--- src/design/adc_defs.vh ---
`ifndef ADC_DEFS_VH
`define ADC_DEFS_VH
// Overview of operation
// Clearing converter_on powers the converter down and stops any running conversion.
// Wait mode has no effect; conversions and registers behave as in run mode.
// Halt mode disables the converter; software waits stabilization_time after wake-up.
// Done flag bit 7 set on completion; cleared by high read or control write.
// Bit 6 picks conversion_clock: 0 gives cpu_clock/4, 1 gives cpu_clock/2.
// Bit 5 written 1 enables and starts converting; written 0 disables and halts.
// Software always writes zero to reserved bit 4 of the control register.
// channel_select bits 3:0 route input of that index, 0 through 15.
// Number of implemented inputs is a device constant; higher codes select nothing.
// High result byte shows result bits 9 down to 2 in bits 7 to 0.
// Low result byte shows result bits 1:0; bits 7:2 read zero.
// Control, high and low registers sit at three consecutive addresses in order.
// Reset clears all three registers: off, flag clear, channel 0, divide by 4.
// Once enabled, conversions of the chosen channel repeat back to back.
// Writing a new channel aborts, clears the flag and restarts on the new input.
// Results are not latched; software reads low then high before next completion.
// Over-range input gives all ones, under-range all zeros, no overflow flag.
// The converter itself raises no request; completion shows in the polled flag. The code also drives irq from event status bits masked by evtMask_r.
// Each conversion takes a fixed tick count: sampling plus ten approximation steps.

// Register indices; byte address is four times the index
`define ADC_IDX_CSR        10'h070
`define ADC_IDX_HIGH       10'h071
`define ADC_IDX_LOW        10'h072
`define ADC_IDX_EVT_STAT   10'h073
`define ADC_IDX_EVT_MASK   10'h074

// Control/status field positions
`define ADC_CSR_DONE_BIT   7
`define ADC_CSR_SPEED_BIT  6
`define ADC_CSR_ON_BIT     5
`define ADC_CSR_CH_MSB     3
`define ADC_CSR_CH_LSB     0

// Event status/mask field positions
`define ADC_EVT_DONE_BIT   0
`define ADC_EVT_OVR_BIT    1

// Reset values
`define ADC_CSR_RESET      8'h00
`define ADC_RESULT_RESET   10'h000
`define ADC_EVT_RESET      2'h0

// Implemented analog inputs (at most 16)
`define ADC_NUM_INPUTS     5'h10

// Timing: divider last counts in clock cycles, phase lengths in conversion_clock ticks
`define ADC_DIV4_LAST      2'h3
`define ADC_DIV2_LAST      2'h1
`define ADC_SAMPLE_TICKS   4'h4
`define ADC_SETTLE_TICKS   4'h3
`define ADC_TRIAL_FIRST    10'h200

// Sequencer states
`define ADC_ST_IDLE        2'h0
`define ADC_ST_SAMPLE      2'h1
`define ADC_ST_SETTLE      2'h2
`define ADC_ST_DECIDE      2'h3
`endif

--- src/design/adc_control_and_result_regs.v ---
// The implementer's own choice: register access over APB.
`include "adc_defs.vh"

module adc_control_and_result_regs (
  // System
  input  wire        clock,
  input  wire        nrst,
  // Low power status from the core
  input  wire        haltMode,
  // APB slave
  input  wire        psel,
  input  wire        penable,
  input  wire        pwrite,
  input  wire [11:0] paddr,
  input  wire [31:0] pwdata,
  input  wire [3:0]  pstrb,
  output wire [31:0] prdata,
  output wire        pready,
  output wire        pslverr,
  // Interrupt
  output wire        irq,
  // Analog multiplexer and converter core
  input  wire        compareIn,
  output wire [3:0]  channelSelect,
  output wire        muxEnable,
  output wire        sampleEnable,
  output wire [9:0]  trialCode,
  output wire        converterPowerDown
);

  localparam ST_IDLE   = `ADC_ST_IDLE;
  localparam ST_SAMPLE = `ADC_ST_SAMPLE;
  localparam ST_SETTLE = `ADC_ST_SETTLE;
  localparam ST_DECIDE = `ADC_ST_DECIDE;

  // Bus state
  reg        pready_r;
  reg        pslverr_r;
  reg [31:0] prdata_r;
  reg [1:0]  capStat_r;
  reg        freshResult_r;

  // Software-visible state
  reg        done_r;
  reg        speed_r;
  reg        convOn_r;
  reg [3:0]  channel_r;
  reg [9:0]  result_r;
  reg [1:0]  evtStat_r;
  reg [1:0]  evtMask_r;
  reg        irq_r;

  // Sequencer
  reg [1:0]  state_r;
  reg [1:0]  state_nxt;
  reg [1:0]  divCnt_r;
  reg [3:0]  tickCnt_r;
  reg [9:0]  trialBit_r;
  reg [9:0]  code_r;
  reg        sample_r;
  reg        powerDown_r;
  reg        muxEn_r;
  reg [3:0]  chanOut_r;

  // Comparator synchroniser
  reg        cmpS1_r;
  reg        cmpS2_r;
  reg        cmpS3_r;
  reg        cmpStable_r;

  reg [7:0]  readByte;
  reg [9:0]  codeKept;

  // Address decode
  wire [9:0] regIndex = paddr[11:2];
  wire       selCsr   = (regIndex == `ADC_IDX_CSR);
  wire       selHigh  = (regIndex == `ADC_IDX_HIGH);
  wire       selLow   = (regIndex == `ADC_IDX_LOW);
  wire       selStat  = (regIndex == `ADC_IDX_EVT_STAT);
  wire       selMask  = (regIndex == `ADC_IDX_EVT_MASK);
  wire       mapped   = selCsr | selHigh | selLow | selStat | selMask;

  // A transfer completes at the second access-phase edge
  wire       apbAccess = psel & penable;
  wire       apbFirst  = apbAccess & ~pready_r;
  wire       apbDone   = apbAccess & pready_r;
  wire       wrCsr     = apbDone & pwrite & selCsr & pstrb[0];
  wire       wrMask    = apbDone & pwrite & selMask & pstrb[0];
  wire       rdHigh    = apbDone & ~pwrite & selHigh;
  wire       rdStat    = apbDone & ~pwrite & selStat;

  // Converter enable after this edge; halt overrides the software bit
  wire       onNxt     = wrCsr ? pwdata[`ADC_CSR_ON_BIT] : convOn_r;
  wire       runNxt    = onNxt & ~haltMode;
  wire       chanNew   = wrCsr & (pwdata[`ADC_CSR_CH_MSB:`ADC_CSR_CH_LSB] != channel_r);
  wire       running   = (state_r != ST_IDLE);
  wire       abortConv = running & (~runNxt | chanNew);

  // Conversion clock tick
  wire [1:0] divLast   = speed_r ? `ADC_DIV2_LAST : `ADC_DIV4_LAST;
  wire       tick      = running & (divCnt_r == divLast);

  wire       finish    = (state_r == ST_DECIDE) & tick & trialBit_r[0] & ~abortConv;

  // Done flag: completion wins over a clearing access in the same cycle
  wire       doneClr   = wrCsr | (rdHigh & ~freshResult_r);
  wire       doneNxt   = finish | (done_r & ~doneClr);

  // Event status: read clears only what the read returned
  wire [1:0] evtSet;
  assign evtSet[`ADC_EVT_DONE_BIT] = finish;
  assign evtSet[`ADC_EVT_OVR_BIT]  = finish & done_r & ~doneClr;
  wire [1:0] evtClr    = rdStat ? capStat_r : 2'h0;
  wire [1:0] evtNxt    = evtSet | (evtStat_r & ~evtClr);
  wire [1:0] maskNxt   = wrMask ? pwdata[1:0] : evtMask_r;

  // Read multiplexer
  always @* begin
    readByte = 8'h00;
    if (selCsr) begin
      readByte[`ADC_CSR_DONE_BIT]  = done_r;
      readByte[`ADC_CSR_SPEED_BIT] = speed_r;
      readByte[`ADC_CSR_ON_BIT]    = convOn_r;
      readByte[`ADC_CSR_CH_MSB:`ADC_CSR_CH_LSB] = channel_r;
    end else if (selHigh) begin
      readByte = result_r[9:2];
    end else if (selLow) begin
      readByte = {6'h00, result_r[1:0]};
    end else if (selStat) begin
      readByte = {6'h00, evtStat_r};
    end else if (selMask) begin
      readByte = {6'h00, evtMask_r};
    end
  end

  // APB response; pready is a flip-flop, so every access has one wait state
  always @(posedge clock or negedge nrst) begin
    if (!nrst) begin
      pready_r      <= 1'b0;
      pslverr_r     <= 1'b0;
      prdata_r      <= 32'h00000000;
      capStat_r     <= 2'h0;
      freshResult_r <= 1'b0;
    end else begin
      if (apbFirst) begin
        pready_r      <= 1'b1;
        pslverr_r     <= ~mapped;
        prdata_r      <= pwrite ? 32'h00000000 : {24'h000000, readByte};
        capStat_r     <= (selStat & ~pwrite) ? evtStat_r : 2'h0;
        freshResult_r <= 1'b0;
      end else if (apbDone) begin
        pready_r      <= 1'b0;
        pslverr_r     <= 1'b0;
        freshResult_r <= 1'b0;
      end else if (pready_r) begin
        // Master dropped the request; close the handshake
        pready_r      <= 1'b0;
        pslverr_r     <= 1'b0;
        freshResult_r <= 1'b0;
      end
      // Flag is set only by a result landing while a dropped access closes; the next access start clears it
      if (pready_r & finish & ~apbDone) begin
        freshResult_r <= 1'b1;
      end
    end
  end

  // Control/status and result registers
  always @(posedge clock or negedge nrst) begin
    if (!nrst) begin
      done_r    <= 1'b0;
      speed_r   <= 1'b0;
      convOn_r  <= 1'b0;
      channel_r <= 4'h0;
      result_r  <= `ADC_RESULT_RESET;
    end else begin
      done_r <= doneNxt;
      if (wrCsr) begin
        // Bit 4 is not stored and reads as zero
        speed_r   <= pwdata[`ADC_CSR_SPEED_BIT];
        convOn_r  <= pwdata[`ADC_CSR_ON_BIT];
        channel_r <= pwdata[`ADC_CSR_CH_MSB:`ADC_CSR_CH_LSB];
      end
      // Not double-buffered: a slow reader can see halves of two results
      if (finish) begin
        result_r <= codeKept;
      end
    end
  end

  // Event status, mask and interrupt line; the flag above never drives irq
  always @(posedge clock or negedge nrst) begin
    if (!nrst) begin
      evtStat_r <= `ADC_EVT_RESET;
      evtMask_r <= `ADC_EVT_RESET;
      irq_r     <= 1'b0;
    end else begin
      evtStat_r <= evtNxt;
      evtMask_r <= maskNxt;
      irq_r     <= |(evtNxt & maskNxt);
    end
  end

  // Comparator from the analog core; only a value seen twice is believed
  always @(posedge clock or negedge nrst) begin
    if (!nrst) begin
      cmpS1_r     <= 1'b0;
      cmpS2_r     <= 1'b0;
      cmpS3_r     <= 1'b0;
      cmpStable_r <= 1'b0;
    end else begin
      cmpS1_r <= compareIn;
      cmpS2_r <= cmpS1_r;
      cmpS3_r <= cmpS2_r;
      if (cmpS2_r == cmpS3_r) begin
        cmpStable_r <= cmpS3_r;
      end
    end
  end

  // Trial bit is kept while the input stays above the trial level
  always @* begin
    codeKept = cmpStable_r ? code_r : (code_r & ~trialBit_r);
  end

  // Sequencer next state; wait mode is not an input, so it changes nothing
  always @* begin
    state_nxt = state_r;
    case (state_r)
      ST_IDLE: begin
        if (runNxt) begin
          state_nxt = ST_SAMPLE;
        end
      end
      ST_SAMPLE: begin
        if (tick && tickCnt_r == `ADC_SAMPLE_TICKS - 4'h1) begin
          state_nxt = ST_SETTLE;
        end
      end
      ST_SETTLE: begin
        if (tick && tickCnt_r == `ADC_SETTLE_TICKS - 4'h1) begin
          state_nxt = ST_DECIDE;
        end
      end
      ST_DECIDE: begin
        if (tick) begin
          state_nxt = trialBit_r[0] ? ST_SAMPLE : ST_SETTLE;
        end
      end
      default: begin
        state_nxt = ST_IDLE;
      end
    endcase
    if (abortConv) begin
      state_nxt = runNxt ? ST_SAMPLE : ST_IDLE;
    end
  end

  // Sequencer registers
  always @(posedge clock or negedge nrst) begin
    if (!nrst) begin
      state_r    <= ST_IDLE;
      divCnt_r   <= 2'h0;
      tickCnt_r  <= 4'h0;
      trialBit_r <= `ADC_TRIAL_FIRST;
      code_r     <= 10'h000;
    end else begin
      state_r <= state_nxt;
      if (abortConv || state_nxt == ST_IDLE || tick) begin
        divCnt_r <= 2'h0;
      end else if (running) begin
        divCnt_r <= divCnt_r + 2'h1;
      end
      if (abortConv || state_nxt != state_r) begin
        tickCnt_r <= 4'h0;
      end else if (tick) begin
        tickCnt_r <= tickCnt_r + 4'h1;
      end
      if (abortConv || state_r == ST_IDLE || (state_r == ST_SAMPLE && tick)) begin
        trialBit_r <= `ADC_TRIAL_FIRST;
        code_r     <= `ADC_TRIAL_FIRST;
      end else if (state_r == ST_DECIDE && tick) begin
        // One of ten steps: settle the last decision, try the next bit
        trialBit_r <= {1'b0, trialBit_r[9:1]};
        code_r     <= codeKept | {1'b0, trialBit_r[9:1]};
      end
    end
  end

  // Analog-facing outputs, all registered
  always @(posedge clock or negedge nrst) begin
    if (!nrst) begin
      sample_r    <= 1'b0;
      powerDown_r <= 1'b1;
      muxEn_r     <= 1'b0;
      chanOut_r   <= 4'h0;
    end else begin
      sample_r    <= (state_nxt == ST_SAMPLE);
      powerDown_r <= ~runNxt;
      chanOut_r   <= wrCsr ? pwdata[`ADC_CSR_CH_MSB:`ADC_CSR_CH_LSB] : channel_r;
      muxEn_r     <= runNxt & ({1'b0, (wrCsr ? pwdata[3:0] : channel_r)}
                              < `ADC_NUM_INPUTS);
    end
  end

  assign prdata             = prdata_r;
  assign pready             = pready_r;
  assign pslverr            = pslverr_r;
  assign irq                = irq_r;
  assign channelSelect      = chanOut_r;
  assign muxEnable          = muxEn_r;
  assign sampleEnable       = sample_r;
  assign trialCode          = code_r;
  assign converterPowerDown = powerDown_r;

endmodule

--- config.mk ---
export PLATFORM = sky130hd
export DESIGN_NAME = adc_control_and_result_regs
export DESIGN_NICKNAME = d
export VERILOG_FILES = /design/src/design/adc_control_and_result_regs.v
export VERILOG_INCLUDE_DIRS = /design/src /design/src/design
export SDC_FILE = /design/constraint.sdc
export NUM_CORES = 1
export LEC_CHECK = 0
export ABC_CLOCK_PERIOD_IN_PS = 4500
export BUFFER_PORTS_ARGS = -buffer_cell sky130_fd_sc_hd__clkbuf_2
export CORE_ASPECT_RATIO = 1.5
export CORE_UTILIZATION = 56
export CTS_CLUSTER_SIZE = 16
export DETAILED_ROUTE_END_ITERATION = 8
export PLACE_DENSITY = 0.88
export SLEW_MARGIN = 0
export SYNTH_ARGS = -nofsm -noshare
export SYNTH_HDL_FRONTEND = slang
export SYNTH_SLANG_ARGS = --single-unit
--- constraint.sdc ---
create_clock -name clock -period 4.5 [get_ports clock]
set_input_delay 0.45 -clock clock [delete_from_list [all_inputs] [get_ports clock]]
set_output_delay 0.45 -clock clock [all_outputs]
set_load 0.05 [all_outputs]
Word-level counts from Yosys, hierarchy flattened

Cells that the tools add are included.

$add $sub $neg: 2
Multipliers: 0
Divide/modulo/power cells: 0
$lt $le $gt $ge: 0
Equality and inequality tests: 15
Shift operators: 0
Multiplexer cells: 36
Bitwise operators: 48
Reductions and logical operators: 18

Operators by type and width:

| operator                                              | count |
|---|---|
| equality test 10 x 7 -> 1 bit (second input constant) | 5 |
| 2-to-1 mux 10 bit                                     | 5 |
| 2-to-1 mux 2 bit                                      | 15 |
| bitwise AND 1 bit                                     | 25 |
| 2-to-1 mux 8 bit                                      | 2 |
| 2-to-1 mux 4 bit                                      | 3 |
| bitwise AND 10 bit                                    | 1 |
| NOT 10 bit                                            | 1 |
| bitwise OR 10 x 9 -> 10 bit                           | 1 |
| 2-to-1 mux 1 bit                                      | 9 |
| NOT 1 bit                                             | 9 |
| equality test 4 x 2 -> 1 bit (second input constant)  | 2 |
| case mux 2 bit (4 select lines)                       | 1 |
| nonzero test 2 bit                                    | 4 |
| bitwise OR 1 bit                                      | 7 |
| logical OR 1 bit                                      | 5 |
| adder 4 x 1 -> 4 bit (second input constant)          | 1 |
| bitwise AND 2 bit                                     | 2 |
| equality test 2 x 1 -> 1 bit (second input constant)  | 2 |
| equality test 2 bit (second input constant)           | 2 |
| logical AND 1 bit                                     | 4 |
| zero test 2 bit                                       | 2 |
| inequality test 4 bit                                 | 1 |
| nonzero test 4 bit                                    | 1 |
| 9 further kinds                                       | 9 |

Bits in registers: 94
Bits in latches: 0
Bits in writable memories: 0
Memory bits (read-only): 0
Output and inout port bits: 52
Word-level logic and storage cells: 144
Memories: 0

Depth between registers and ports, before layout

Gate-level depths: netlist of the first run.

Word-level depth: 17
Mapped depth: 7

Least setup slack after synthesis of the first run

OpenSTA, ideal clock, no wires.

Path type: reg2reg
Start: reg pready_r (netlist: pready)
End: reg result_r[1]
Library setup time: 0.125 ns
Data arrival time: 2.396 ns
Slack: 1.979 ns
Stages on the path, launching flop included: 7
Buffers on the path: 1
Cells stage by stage: dfrtp_1 -> nand3_1 -> or3_4 -> nor4_4 -> o211a_1 -> buf_6 -> mux2_4

Word-level cells in the longest chain between the ends: 11

Ends and longest elaborated chain:

| item                             | line                              | source |
|---|---|---|
| start: declaration               | adc_control_and_result_regs.v:37  | `reg pready_r;` |
| start signal: assignment         | adc_control_and_result_regs.v:139 | `pready_r <= 1'b0;` |
| start signal: assignment         | adc_control_and_result_regs.v:146 | `pready_r <= 1'b1;` |
| start signal: assignment         | adc_control_and_result_regs.v:152 | `pready_r <= 1'b0;` |
| bitwise AND 1 bit *              | adc_control_and_result_regs.v:86  | `wire apbDone = apbAccess & pready_r;` |
| bitwise AND 1 bit * (3 in a row) | adc_control_and_result_regs.v:87  | `wire wrCsr = apbDone & pwrite & selCsr & pstrb[0];` |
| 2-to-1 mux 1 bit                 | n/a                               |  |
| bitwise AND 1 bit                | adc_control_and_result_regs.v:94  | `wire runNxt = onNxt & ~haltMode;` |
| NOT 1 bit                        | adc_control_and_result_regs.v:97  | `wire abortConv = running & (~runNxt \| chanNew);` |
| bitwise OR 1 bit *               | adc_control_and_result_regs.v:97  |  |
| bitwise AND 1 bit *              | adc_control_and_result_regs.v:97  |  |
| NOT 1 bit *                      | adc_control_and_result_regs.v:103 | `wire finish = (state_r == ST_DECIDE) & tick & trialBit_r[0] & ~abortConv;` |
| bitwise AND 1 bit *              | adc_control_and_result_regs.v:103 |  |
| end signal: assignment           | adc_control_and_result_regs.v:175 | `` result_r <= `ADC_RESULT_RESET; `` |
| end signal: assignment           | adc_control_and_result_regs.v:186 | `result_r <= codeKept;` |
| end: declaration                 | adc_control_and_result_regs.v:48  | `reg [9:0] result_r;` |

Mark *: on every way between the ends. The rest lies on a longest branch, timed or not.
A chain may end at the register's enable or synchronous reset.

Worst setup path in the final report of the first run

Start: in paddr[2]
End: reg result_r[0]

Word-level cells in the longest chain between the ends: 10

Ends and longest elaborated chain:

| item                                      | line                              | source |
|---|---|---|
| start: declaration                        | adc_control_and_result_regs.v:14  | `input wire [11:0] paddr,` |
| equality test 10 x 7 -> 1 bit (no line) * | n/a                               |  |
| bitwise AND 1 bit * (2 in a row)          | adc_control_and_result_regs.v:87  |  |
| 2-to-1 mux 1 bit                          | n/a                               |  |
| bitwise AND 1 bit                         | adc_control_and_result_regs.v:94  |  |
| NOT 1 bit                                 | adc_control_and_result_regs.v:97  |  |
| bitwise OR 1 bit *                        | adc_control_and_result_regs.v:97  |  |
| bitwise AND 1 bit *                       | adc_control_and_result_regs.v:97  |  |
| NOT 1 bit *                               | adc_control_and_result_regs.v:103 |  |
| bitwise AND 1 bit *                       | adc_control_and_result_regs.v:103 |  |

Marked as above.

==> results.cfg, run 1 <==
[yosys]
synth_fa_ha_area_share_pct = 0.978
synth_edf_count = 0
synth-seq-cells = 70
synth.area.top_cells = dfrtp_1, nand2_1, buf_4
synth_top_area_share_pct = 47.5
ys_types = 59
synth.area.mux_share_pct = 7.89
ys.warnings.count = 0
synth_top_family_by_area = simple AND/OR/NAND/NOR gates
synth_compound_area_share_pct = 15.0
netlist_instances = 351
yosys.area.top_type = dfrtp_1
async_flop_share_pct = 100
synth-simple-area-share_pct = 16.7
syn_avg_cell_area_um2 = 10.2
synthFlopType = dfrtp_1
synth_xor_area_share_pct = 1.96
yosysSeqAreaShare_pct = 49.0
syn_area_um2 = 3580

[floorplan]
ios = 107
core-area_um2 = 6170
rows = 35
start_util_pct = 58.0
dieArea_um2 = 6730
dieWidth_um = 67.3
fp.dieH_um = 100

[job]
max-cap-violations = 0

[critical_path]
cp-end-kind = flop
cp.arrival_ns = 2.97
reg2reg_slack_ns = 1.85
rr_worst_depth = 5
rr_startpoint = pready
crit_fanout = 22
r2r_end = result_r[0]
cp.required_ns = 4.73
startpoint_type = primary input
critPathLaunch = paddr[2]
critPathKind = primary input to flop

[final_layout]
diodes = 0
nNetsFinal = 459
layout.cells.non_filler = 481
area_growth_pct = 11.7
drive_gt1_share_pct = 24.3

[sta]
holdWs_ns = 0.217
rsz0062_at_grt = no
fmax_mhz = 364
fin_worst_skew_ns = 0.00884
period_minus_slack_ns = 2.75
final_hold_viol_count = 0
drv_slew = 0
relSlewSlack_pct = 32.0
fin_tns_setup_ns = 0
worstMarginPinSlew_ns = 1.02
fin_crit_sh_pct = 61.0
finalSetupViolCount = 0

[global_route]
met1_usage_pct = 28.7
first_global_vias = 2681
antenna_found_initial = 0
grtUsageTotal_pct = 24.2
overflow = 0
grt_max_degree = 47
grt_use_met2_pct = 40.7
grt_pass1_wl_um = 12200
met3_usage_pct = 3.86
top_usage_layer = met2

[route]
drt-total-wl_um = 7300
drc = 0
wl_per_cell_um = 15.2
dr.pass1.iters = 4
drt_iter0_markers = 200
vias_per_cell = 5.67
vias = 2728
final_antenna_net_count = 0

[clock_tree]
cts_root_buffer = clkbuf_8
hold_buffers = 0
cts_resized = 0
clk_latency_ns = 0.34
h-tree-depth = 3
tritoncts = done
cts.sinks = 70
cts_buffer_depth = 2
clk_pin_slew_ns = 0.07
cts_buffers = 9
postCtsSetupBuffers = 0

[power]
leakagePower_nw = 1.87
powerDensity_nw_per_um2 = 312
vdd_drop_max_v = 0.000182

[worst_hold_path]
hold_class = primary input to flop
min_to = cmpS1_r
holdCritStartpoint = compareIn
whs_path_depth = 1

[place]
dp_hpwl_um = 5370
place.gp.congestion = 0.895
port_buffers = 51
dp_cells = 465

[status]
status = finished clean
[worst max-delay path by stage]
stage	endpoint	slack, ns	depth (start not counted)
after floorplan	result_r[1]	1.98	6
after global placement	result_r[0]	1.42	6
after detailed placement	result_r[0]	1.40	6
after CTS	result_r[0]	1.77	6
after global routing	result_r[0]	1.65	6
final	result_r[0]	1.76	6
[power by group]
part	internal, mW	leakage (nW)	switching [mW]	total, mW
Combinational	0.0181	0.819	0.0873	0.105
Sequential	0.633	0.949	0.00326	0.636
Clock	0.269	0.102	0.237	0.506
Total	0.920	1.87	0.328	1.25
[layer usage]
| layer | vias to the layer above | routed length (µm) |
|---|---|---|
| met5 | - | 0 |
| met4 | 0 | 252 |
| met3 | 21 | 283 |
| met2 | 97 | 3900 |
| met1 | 1324 | 2860 |
| li1 | 1286 | - |
[cells in the final DEF, fill, tap and decap left out, types with 10 or more instances in the layout]
master / instances
clkbuf_2: 50
a21oi_1: 32
nand2_1: 51
conb_1: 24
dfrtp_1: 68
o21ai_0: 12
inv_1: 15
clkbuf_8: 10
a21boi_0: 10
[metrics by stage]
step | area, µm² | util (%) | power [mW] | worst slack (ns)
final | 4000 | 64.8 | 1.25 | 1.76
after global placement | 3800 | 61.6 | 0.752 | 1.42
after global routing | 4000 | 64.8 | 1.29 | 1.65
after detailed placement | 3800 | 61.6 | 0.754 | 1.40
after CTS | 4000 | 64.8 | 1.26 | 1.77
after floorplan | 3670 | - | 0.736 | 1.98
[flip-flops by register name, summed over array words and instances, names as in the netlist, 2 cells and up]
| name | flops |
|---|---|
| capStat_r | 2 |
| state_r | 2 |
| trialCode | 10 |
| result_r | 10 |
| evtStat_r | 2 |
| channelSelect | 4 |
| evtMask_r | 2 |
| divCnt_r | 2 |
| trialBit_r | 10 |
| tickCnt_r | 4 |
| prdata | 8 |
[worst max-delay path, cell delays in order]
cell and delay (ns):
clkbuf_2 0.29, nand4bb_1 0.40, or3_4 0.44, nor4_4 0.44
o211a_1 0.56, mux2_2 0.39
[cell families after synthesis]
| logic type | after synthesis |
|---|---|
| buffers and inverters | 53 |
| other | 1 |
| XOR/XNOR | 8 |
| multiplexers | 23 |
| AO/OA/AOI/OAI | 84 |
| AND/OR/NAND/NOR | 109 |
| flip-flops | 70 |
| adder cells (fa/ha/maj) | 3 |
[synthesized netlist by cell type, drive strengths merged, types with 4 or more instances]
master,instances
a21o,4
mux2i,8
a21oi,32
xnor2,7
clkbuf,11
dfrtp,68
a211oi,4
nor2,9
nand4,4
nor4,6
mux2,15
o21ai,14
o41ai,4
inv,15
buf,27
nand3,6
nand2b,9
nand2,51
a21boi,10
[layout make-up]
cell class | count | area, µm²
fillers | 501 | 2170
flip-flops and latches | 70 | 1750
multi-input cells | 251 | 1610
repair buffers | 55 | 285
clock buffers | 10 | 138
well taps | 74 | 92.6
clock inverters | 6 | 61.3
inverters | 15 | 56.3
(Power assumes the default switching activity.)
==> run 2, diff against run 1 <==
--- a/config.mk
+++ b/config.mk
@@ -6,13 +6,13 @@
 export SDC_FILE = /design/constraint.sdc
 export NUM_CORES = 1
 export LEC_CHECK = 0
-export ABC_CLOCK_PERIOD_IN_PS = 4500
+export ABC_CLOCK_PERIOD_IN_PS = 2350
 export BUFFER_PORTS_ARGS = -buffer_cell sky130_fd_sc_hd__clkbuf_2
 export CORE_ASPECT_RATIO = 1.5
-export CORE_UTILIZATION = 56
+export CORE_UTILIZATION = 47
 export CTS_CLUSTER_SIZE = 16
 export DETAILED_ROUTE_END_ITERATION = 8
-export PLACE_DENSITY = 0.88
+export PLACE_DENSITY = 0.79
 export SLEW_MARGIN = 0
 export SYNTH_ARGS = -nofsm -noshare
 export SYNTH_HDL_FRONTEND = slang
==> constraint.sdc (replaced) <==
create_clock -name clock -period 2.35 [get_ports clock]
set_input_delay 0.235 -clock clock [delete_from_list [all_inputs] [get_ports clock]]
set_output_delay 0.235 -clock clock [all_outputs]
set_load 0.05 [all_outputs]
==> run 2 against run 1 <==
Sequential share of layout area is 1.8 points lower. Hold slack worse by 0.10 ns. Setup slack worse by 1.6 ns. Largest power group unchanged.
==> results.cfg, run 2 (same netlist as run 1, synthesis figures left out) <==
[final_layout]
drive_gt1_share_pct = 26.6
area_growth_pct = 16.6
fillers = 671
final_common_cell = dfrtp_1
multi_input_area_um2 = 1610
final_cell_mix = dfrtp_1, nand2_1, clkbuf_2, a21oi_1, conb_1
nNetsFinal = 473
diodes = 0
regArea_um2 = 1760

[floorplan]
fp.dieH_um = 109
core-area_um2 = 7320
dieArea_um2 = 7980
rows = 38
start_util_pct = 48.9
dieWidth_um = 73.3
ios = 107

[route]
wl_per_cell_um = 14.7
final_antenna_net_count = 0
drt_iter0_markers = 129
drt-total-wl_um = 7650
dr.pass1.iters = 4
drc = 0
vias = 2753
vias_per_cell = 5.28

[power]
powerDensity_nw_per_um2 = 566
leakagePower_nw = 1.94
vdd_drop_max_v = 0.000396
power.total_mw = 2.37

[critical_path]
cp-end-kind = flop
cp_cell_sequence = nand3_1, buf_4, nor4_2, buf_4, mux2i_1, o21ai_0, a21oi_1
crit_fanout = 10
startpoint_type = flop
cp.arrival_ns = 2.51
path_buf_inv = 2
critPathKind = flop to flop
path_common_cell = buf_4
slowest_delay_ns = 0.44
critPathLaunch = pready
cp_slowest_cell = dfrtp_2
path_delay_family = compound AO/OA/AOI/OAI gates
rr_startpoint = pready
cp.required_ns = 2.62

[sta]
fin_worst_skew_ns = 0.00852
fmax_mhz = 447
rsz0062_at_grt = no
worstMarginPinSlew_ns = 0.585
relSlewSlack_pct = 61.0
worst_slack_ns = 0.113
finalSetupViolCount = 0
fin_crit_sh_pct = 95.2
period_minus_slack_ns = 2.24
drv_slew = 0
final_hold_viol_count = 0
fin_tns_setup_ns = 0

[clock_tree]
cts_root_buffer = clkbuf_8
clk_pin_slew_ns = 0.07
cts.sinks = 70
clk_latency_ns = 0.35
tritoncts = done
h-tree-depth = 3
cts_buffer_depth = 2
cts_buffers = 9

[place]
dp_hpwl_um = 5720
place.gp.congestion = 0.867
pre_cts_slack_ns = 0.0330
port_buffers = 51

[global_route]
overflow = 0
grtUsageTotal_pct = 20.4
grt_pass1_wl_um = 12200
grt_max_degree = 47
first_global_vias = 2680
antenna_found_initial = 0

[status]
status = finished clean

[job]
max-cap-violations = 0

[worst_hold_path]
holdCritStartpoint = pwdata[6]
hold_class = primary input to flop
## run 2: changes by cell type in the layout (fill, tap and decap cells not counted), sizes merged
cell / delta
buf: +12
bufinv: -1
clkbuf: +2
clkinv: -3
clkinvlp: +1
dlygate4sd3: +2
inv: +1
## run 2: metrics by stage
step | util (%) | hold slack [ns] | cell area, µm² | cells
2_1_floorplan | - | -0.0606 | 3670 | 374
3_3_place_gp | 54.1 | 0.270 | 3960 | 503
3_5_place_dp | 54.1 | 0.270 | 3960 | 503
4_1_cts | 57.1 | 0.101 | 4180 | 521
5_1_grt | 57.1 | 0.110 | 4180 | 521
6_report | 57.1 | 0.114 | 4180 | 521
## run 2: report_power, final
group          total [mW]  switching [mW]  leakage (nW)  internal, mW
clock network       0.930           0.459        0.0950         0.471
registers            1.22         0.00595         0.947          1.21
logic               0.217           0.172         0.901        0.0457
## run 2: path summary, 6_finish.rpt
path	end	slack [ns]	cells after the start
min in group asynchronous	sampleEnable	0.41	2
worst min register to register	cmpS2_r	0.36	0
worst max-delay path	tickCnt_r[1]	0.11	7
worst max register to register	tickCnt_r[1]	0.11	7
max in group asynchronous	trialBit_r[9]	1.24	3
worst min-delay path	speed_r	0.11	2
## run 2: cell type report
class                      count  share of cell area [%]
inverter                      15                    1.35
sequential                    70                    42.0
multi-input combinational    251                    38.6
clock buffer                  12                    3.95
tap                          100                    2.99
clock inverter                 4                   0.689
timing repair buffer          69                    10.4
## run 2: repair_timing
action | CTS | global route
gates resized for setup | 0 | 0
setup buffers | 0 | 0
hold buffers | 2 | 0
endpoints found under the hold margin | 24 | 0
## run 2: worst register-to-register path, cell delays in order (launching register included)
cell	delay [ns]
dfrtp_2	0.44
nand3_1	0.11
buf_4	0.17
nor4_2	0.33
buf_4	0.26
mux2i_1	0.36
o21ai_0	0.27
a21oi_1	0.23
## run 2: routing by layer
layer | up-vias | share of wire, % | global-route usage (%)
li1 | 1314 | - | -
met1 | 1324 | 38 | 22.3
met2 | 91 | 52 | 34.1
met3 | 24 | 5.0 | 5.64
met4 | 0 | 4.7 | 13.7
met5 | - | 0 | 0
==> run 3, diff against run 2 <==
--- a/config.mk
+++ b/config.mk
@@ -13,6 +13,7 @@
 export CTS_CLUSTER_SIZE = 16
 export DETAILED_ROUTE_END_ITERATION = 8
 export PLACE_DENSITY = 0.79
+export RECOVER_POWER = 100
 export SLEW_MARGIN = 0
 export SYNTH_ARGS = -nofsm -noshare
 export SYNTH_HDL_FRONTEND = slang
==> run 3 against run 2 <==
Total power shrank 0.19%. Sequential power about the same. Clock power barely moved. Non-clock buffer count is the same. Routed wire length shrank 0.14%. Design area shrank 2.5%. Clock skew rose by 0.0015 ns. Largest cell class unchanged.
==> results.cfg, run 3 (same netlist as run 1, synthesis figures left out) <==
[status]
status = finished clean

[sta]
worstMarginPinSlew_ns = 1.41
fin_crit_sh_pct = 96.3
fmax_mhz = 442
fin_tns_setup_ns = 0
period_minus_slack_ns = 2.26
holdWs_ns = 0.119
drv_slew = 0
final_hold_viol_count = 0
finalSetupViolCount = 0
fin_worst_skew_ns = 0.00998
rsz0062_at_grt = no
relSlewSlack_pct = 5.86

[clock_tree]
cts.sinks = 70
cts_buffers = 9
tritoncts = done
h-tree-depth = 3
hold_buffers = 2
clk_latency_ns = 0.35
cts_root_buffer = clkbuf_8
postCtsSetupBuffers = 0
cts_resized = 0
cts_buffer_depth = 2
clk_pin_slew_ns = 0.07

[floorplan]
start_util_pct = 48.9
rows = 38
dieArea_um2 = 7980
ios = 107
fp.dieH_um = 109
core-area_um2 = 7320
dieWidth_um = 73.3

[route]
drt-total-wl_um = 7640
wl_per_cell_um = 14.7
drt_iter0_markers = 137
final_antenna_net_count = 0
vias = 2752
dr.pass1.iters = 4
vias_per_cell = 5.28
drc = 0

[place]
place.gp.congestion = 0.867
dp_cells = 503
dp_hpwl_um = 5720
port_buffers = 51

[power]
vdd_drop_max_v = 0.000394
leakagePower_nw = 1.83
powerDensity_nw_per_um2 = 580

[final_layout]
drive_gt1_share_pct = 16.4
final_common_cell = dfrtp_1
area_growth_pct = 13.7
layout.cells.non_filler = 521
nNetsFinal = 473
final_cell_mix = dfrtp_1, nand2_1, clkbuf_1, a21oi_1, conb_1
diodes = 0

[worst_hold_path]
whs_path_depth = 2
hold_class = primary input to flop

[job]
max-cap-violations = 0

[global_route]
grt_pass1_wl_um = 12200
overflow = 0
grtUsageTotal_pct = 20.4
met3_usage_pct = 5.64
met1_usage_pct = 22.3
antenna_found_initial = 0
grt_max_degree = 47
top_usage_layer = met2
first_global_vias = 2680
grt_use_met2_pct = 34.1

[critical_path]
cp.arrival_ns = 2.53
critPathKind = flop to flop
crit_fanout = 10
startpoint_type = flop
cp.required_ns = 2.62
rr_worst_depth = 7
cp-end-kind = flop
-- run 3: cell count changes in the layout (fill, tap and decap cells not counted), sizes merged --
cell / previous run / this run
buf: 17 / 11
clkbuf: 62 / 68
-- run 3: path summary, 6_finish.rpt --
check | startpoint | end | slack, ns
worst min register to register | cmpS1_r | cmpS2_r | 0.36
worst min-delay path | pwdata[6] | speed_r | 0.12
worst max register to register | pready | tickCnt_r[1] | 0.09
max in group asynchronous | nrst | trialBit_r[9] | 0.67
min in group asynchronous | nrst | sampleEnable | 0.74
worst max-delay path | pready | tickCnt_r[1] | 0.09
-- run 3: through the flow --
step / instance area, µm² / worst slack [ns] / utilization (%) / power, mW
after floorplan: 3670 / 0.0288 / - / 1.41
after global placement: 3960 / 0.110 / 54.1 / 1.45
after detailed placement: 3960 / 0.0330 / 54.1 / 1.46
after CTS: 4180 / 0.129 / 57.1 / 2.39
after global routing: 4070 / 0.0317 / 55.6 / 2.45
final: 4070 / 0.0861 / 55.6 / 2.36
-- run 3: power by group --
group          internal, mW  switching [mW]
clock network         0.471           0.457
registers              1.21         0.00593
logic                0.0435           0.172
-- run 3: layout make-up --
type | count | area (µm²)
well taps | 100 | 125
clock buffers | 12 | 165
repair buffers | 69 | 367
clock inverters | 4 | 28.8
flip-flops and latches | 70 | 1760
inverters | 15 | 56.3
fillers | 703 | 3250
multi-input cells | 251 | 1580
-- run 3: metal layers --
metal | wire (µm) | part of all wire (%)
met1 | 2980 | 39
met4 | 360 | 4.7
met2 | 3970 | 52
met3 | 329 | 4.3
met5 | 0 | 0
-- run 3: critical path: stages, from the launching register on --
cell and delay (ns):
dfrtp_2 0.44, nand3_1 0.11, clkbuf_1 0.18, nor4_2 0.36, buf_4 0.26, mux2i_1 0.36, o21ai_0 0.26, a21oi_1 0.22
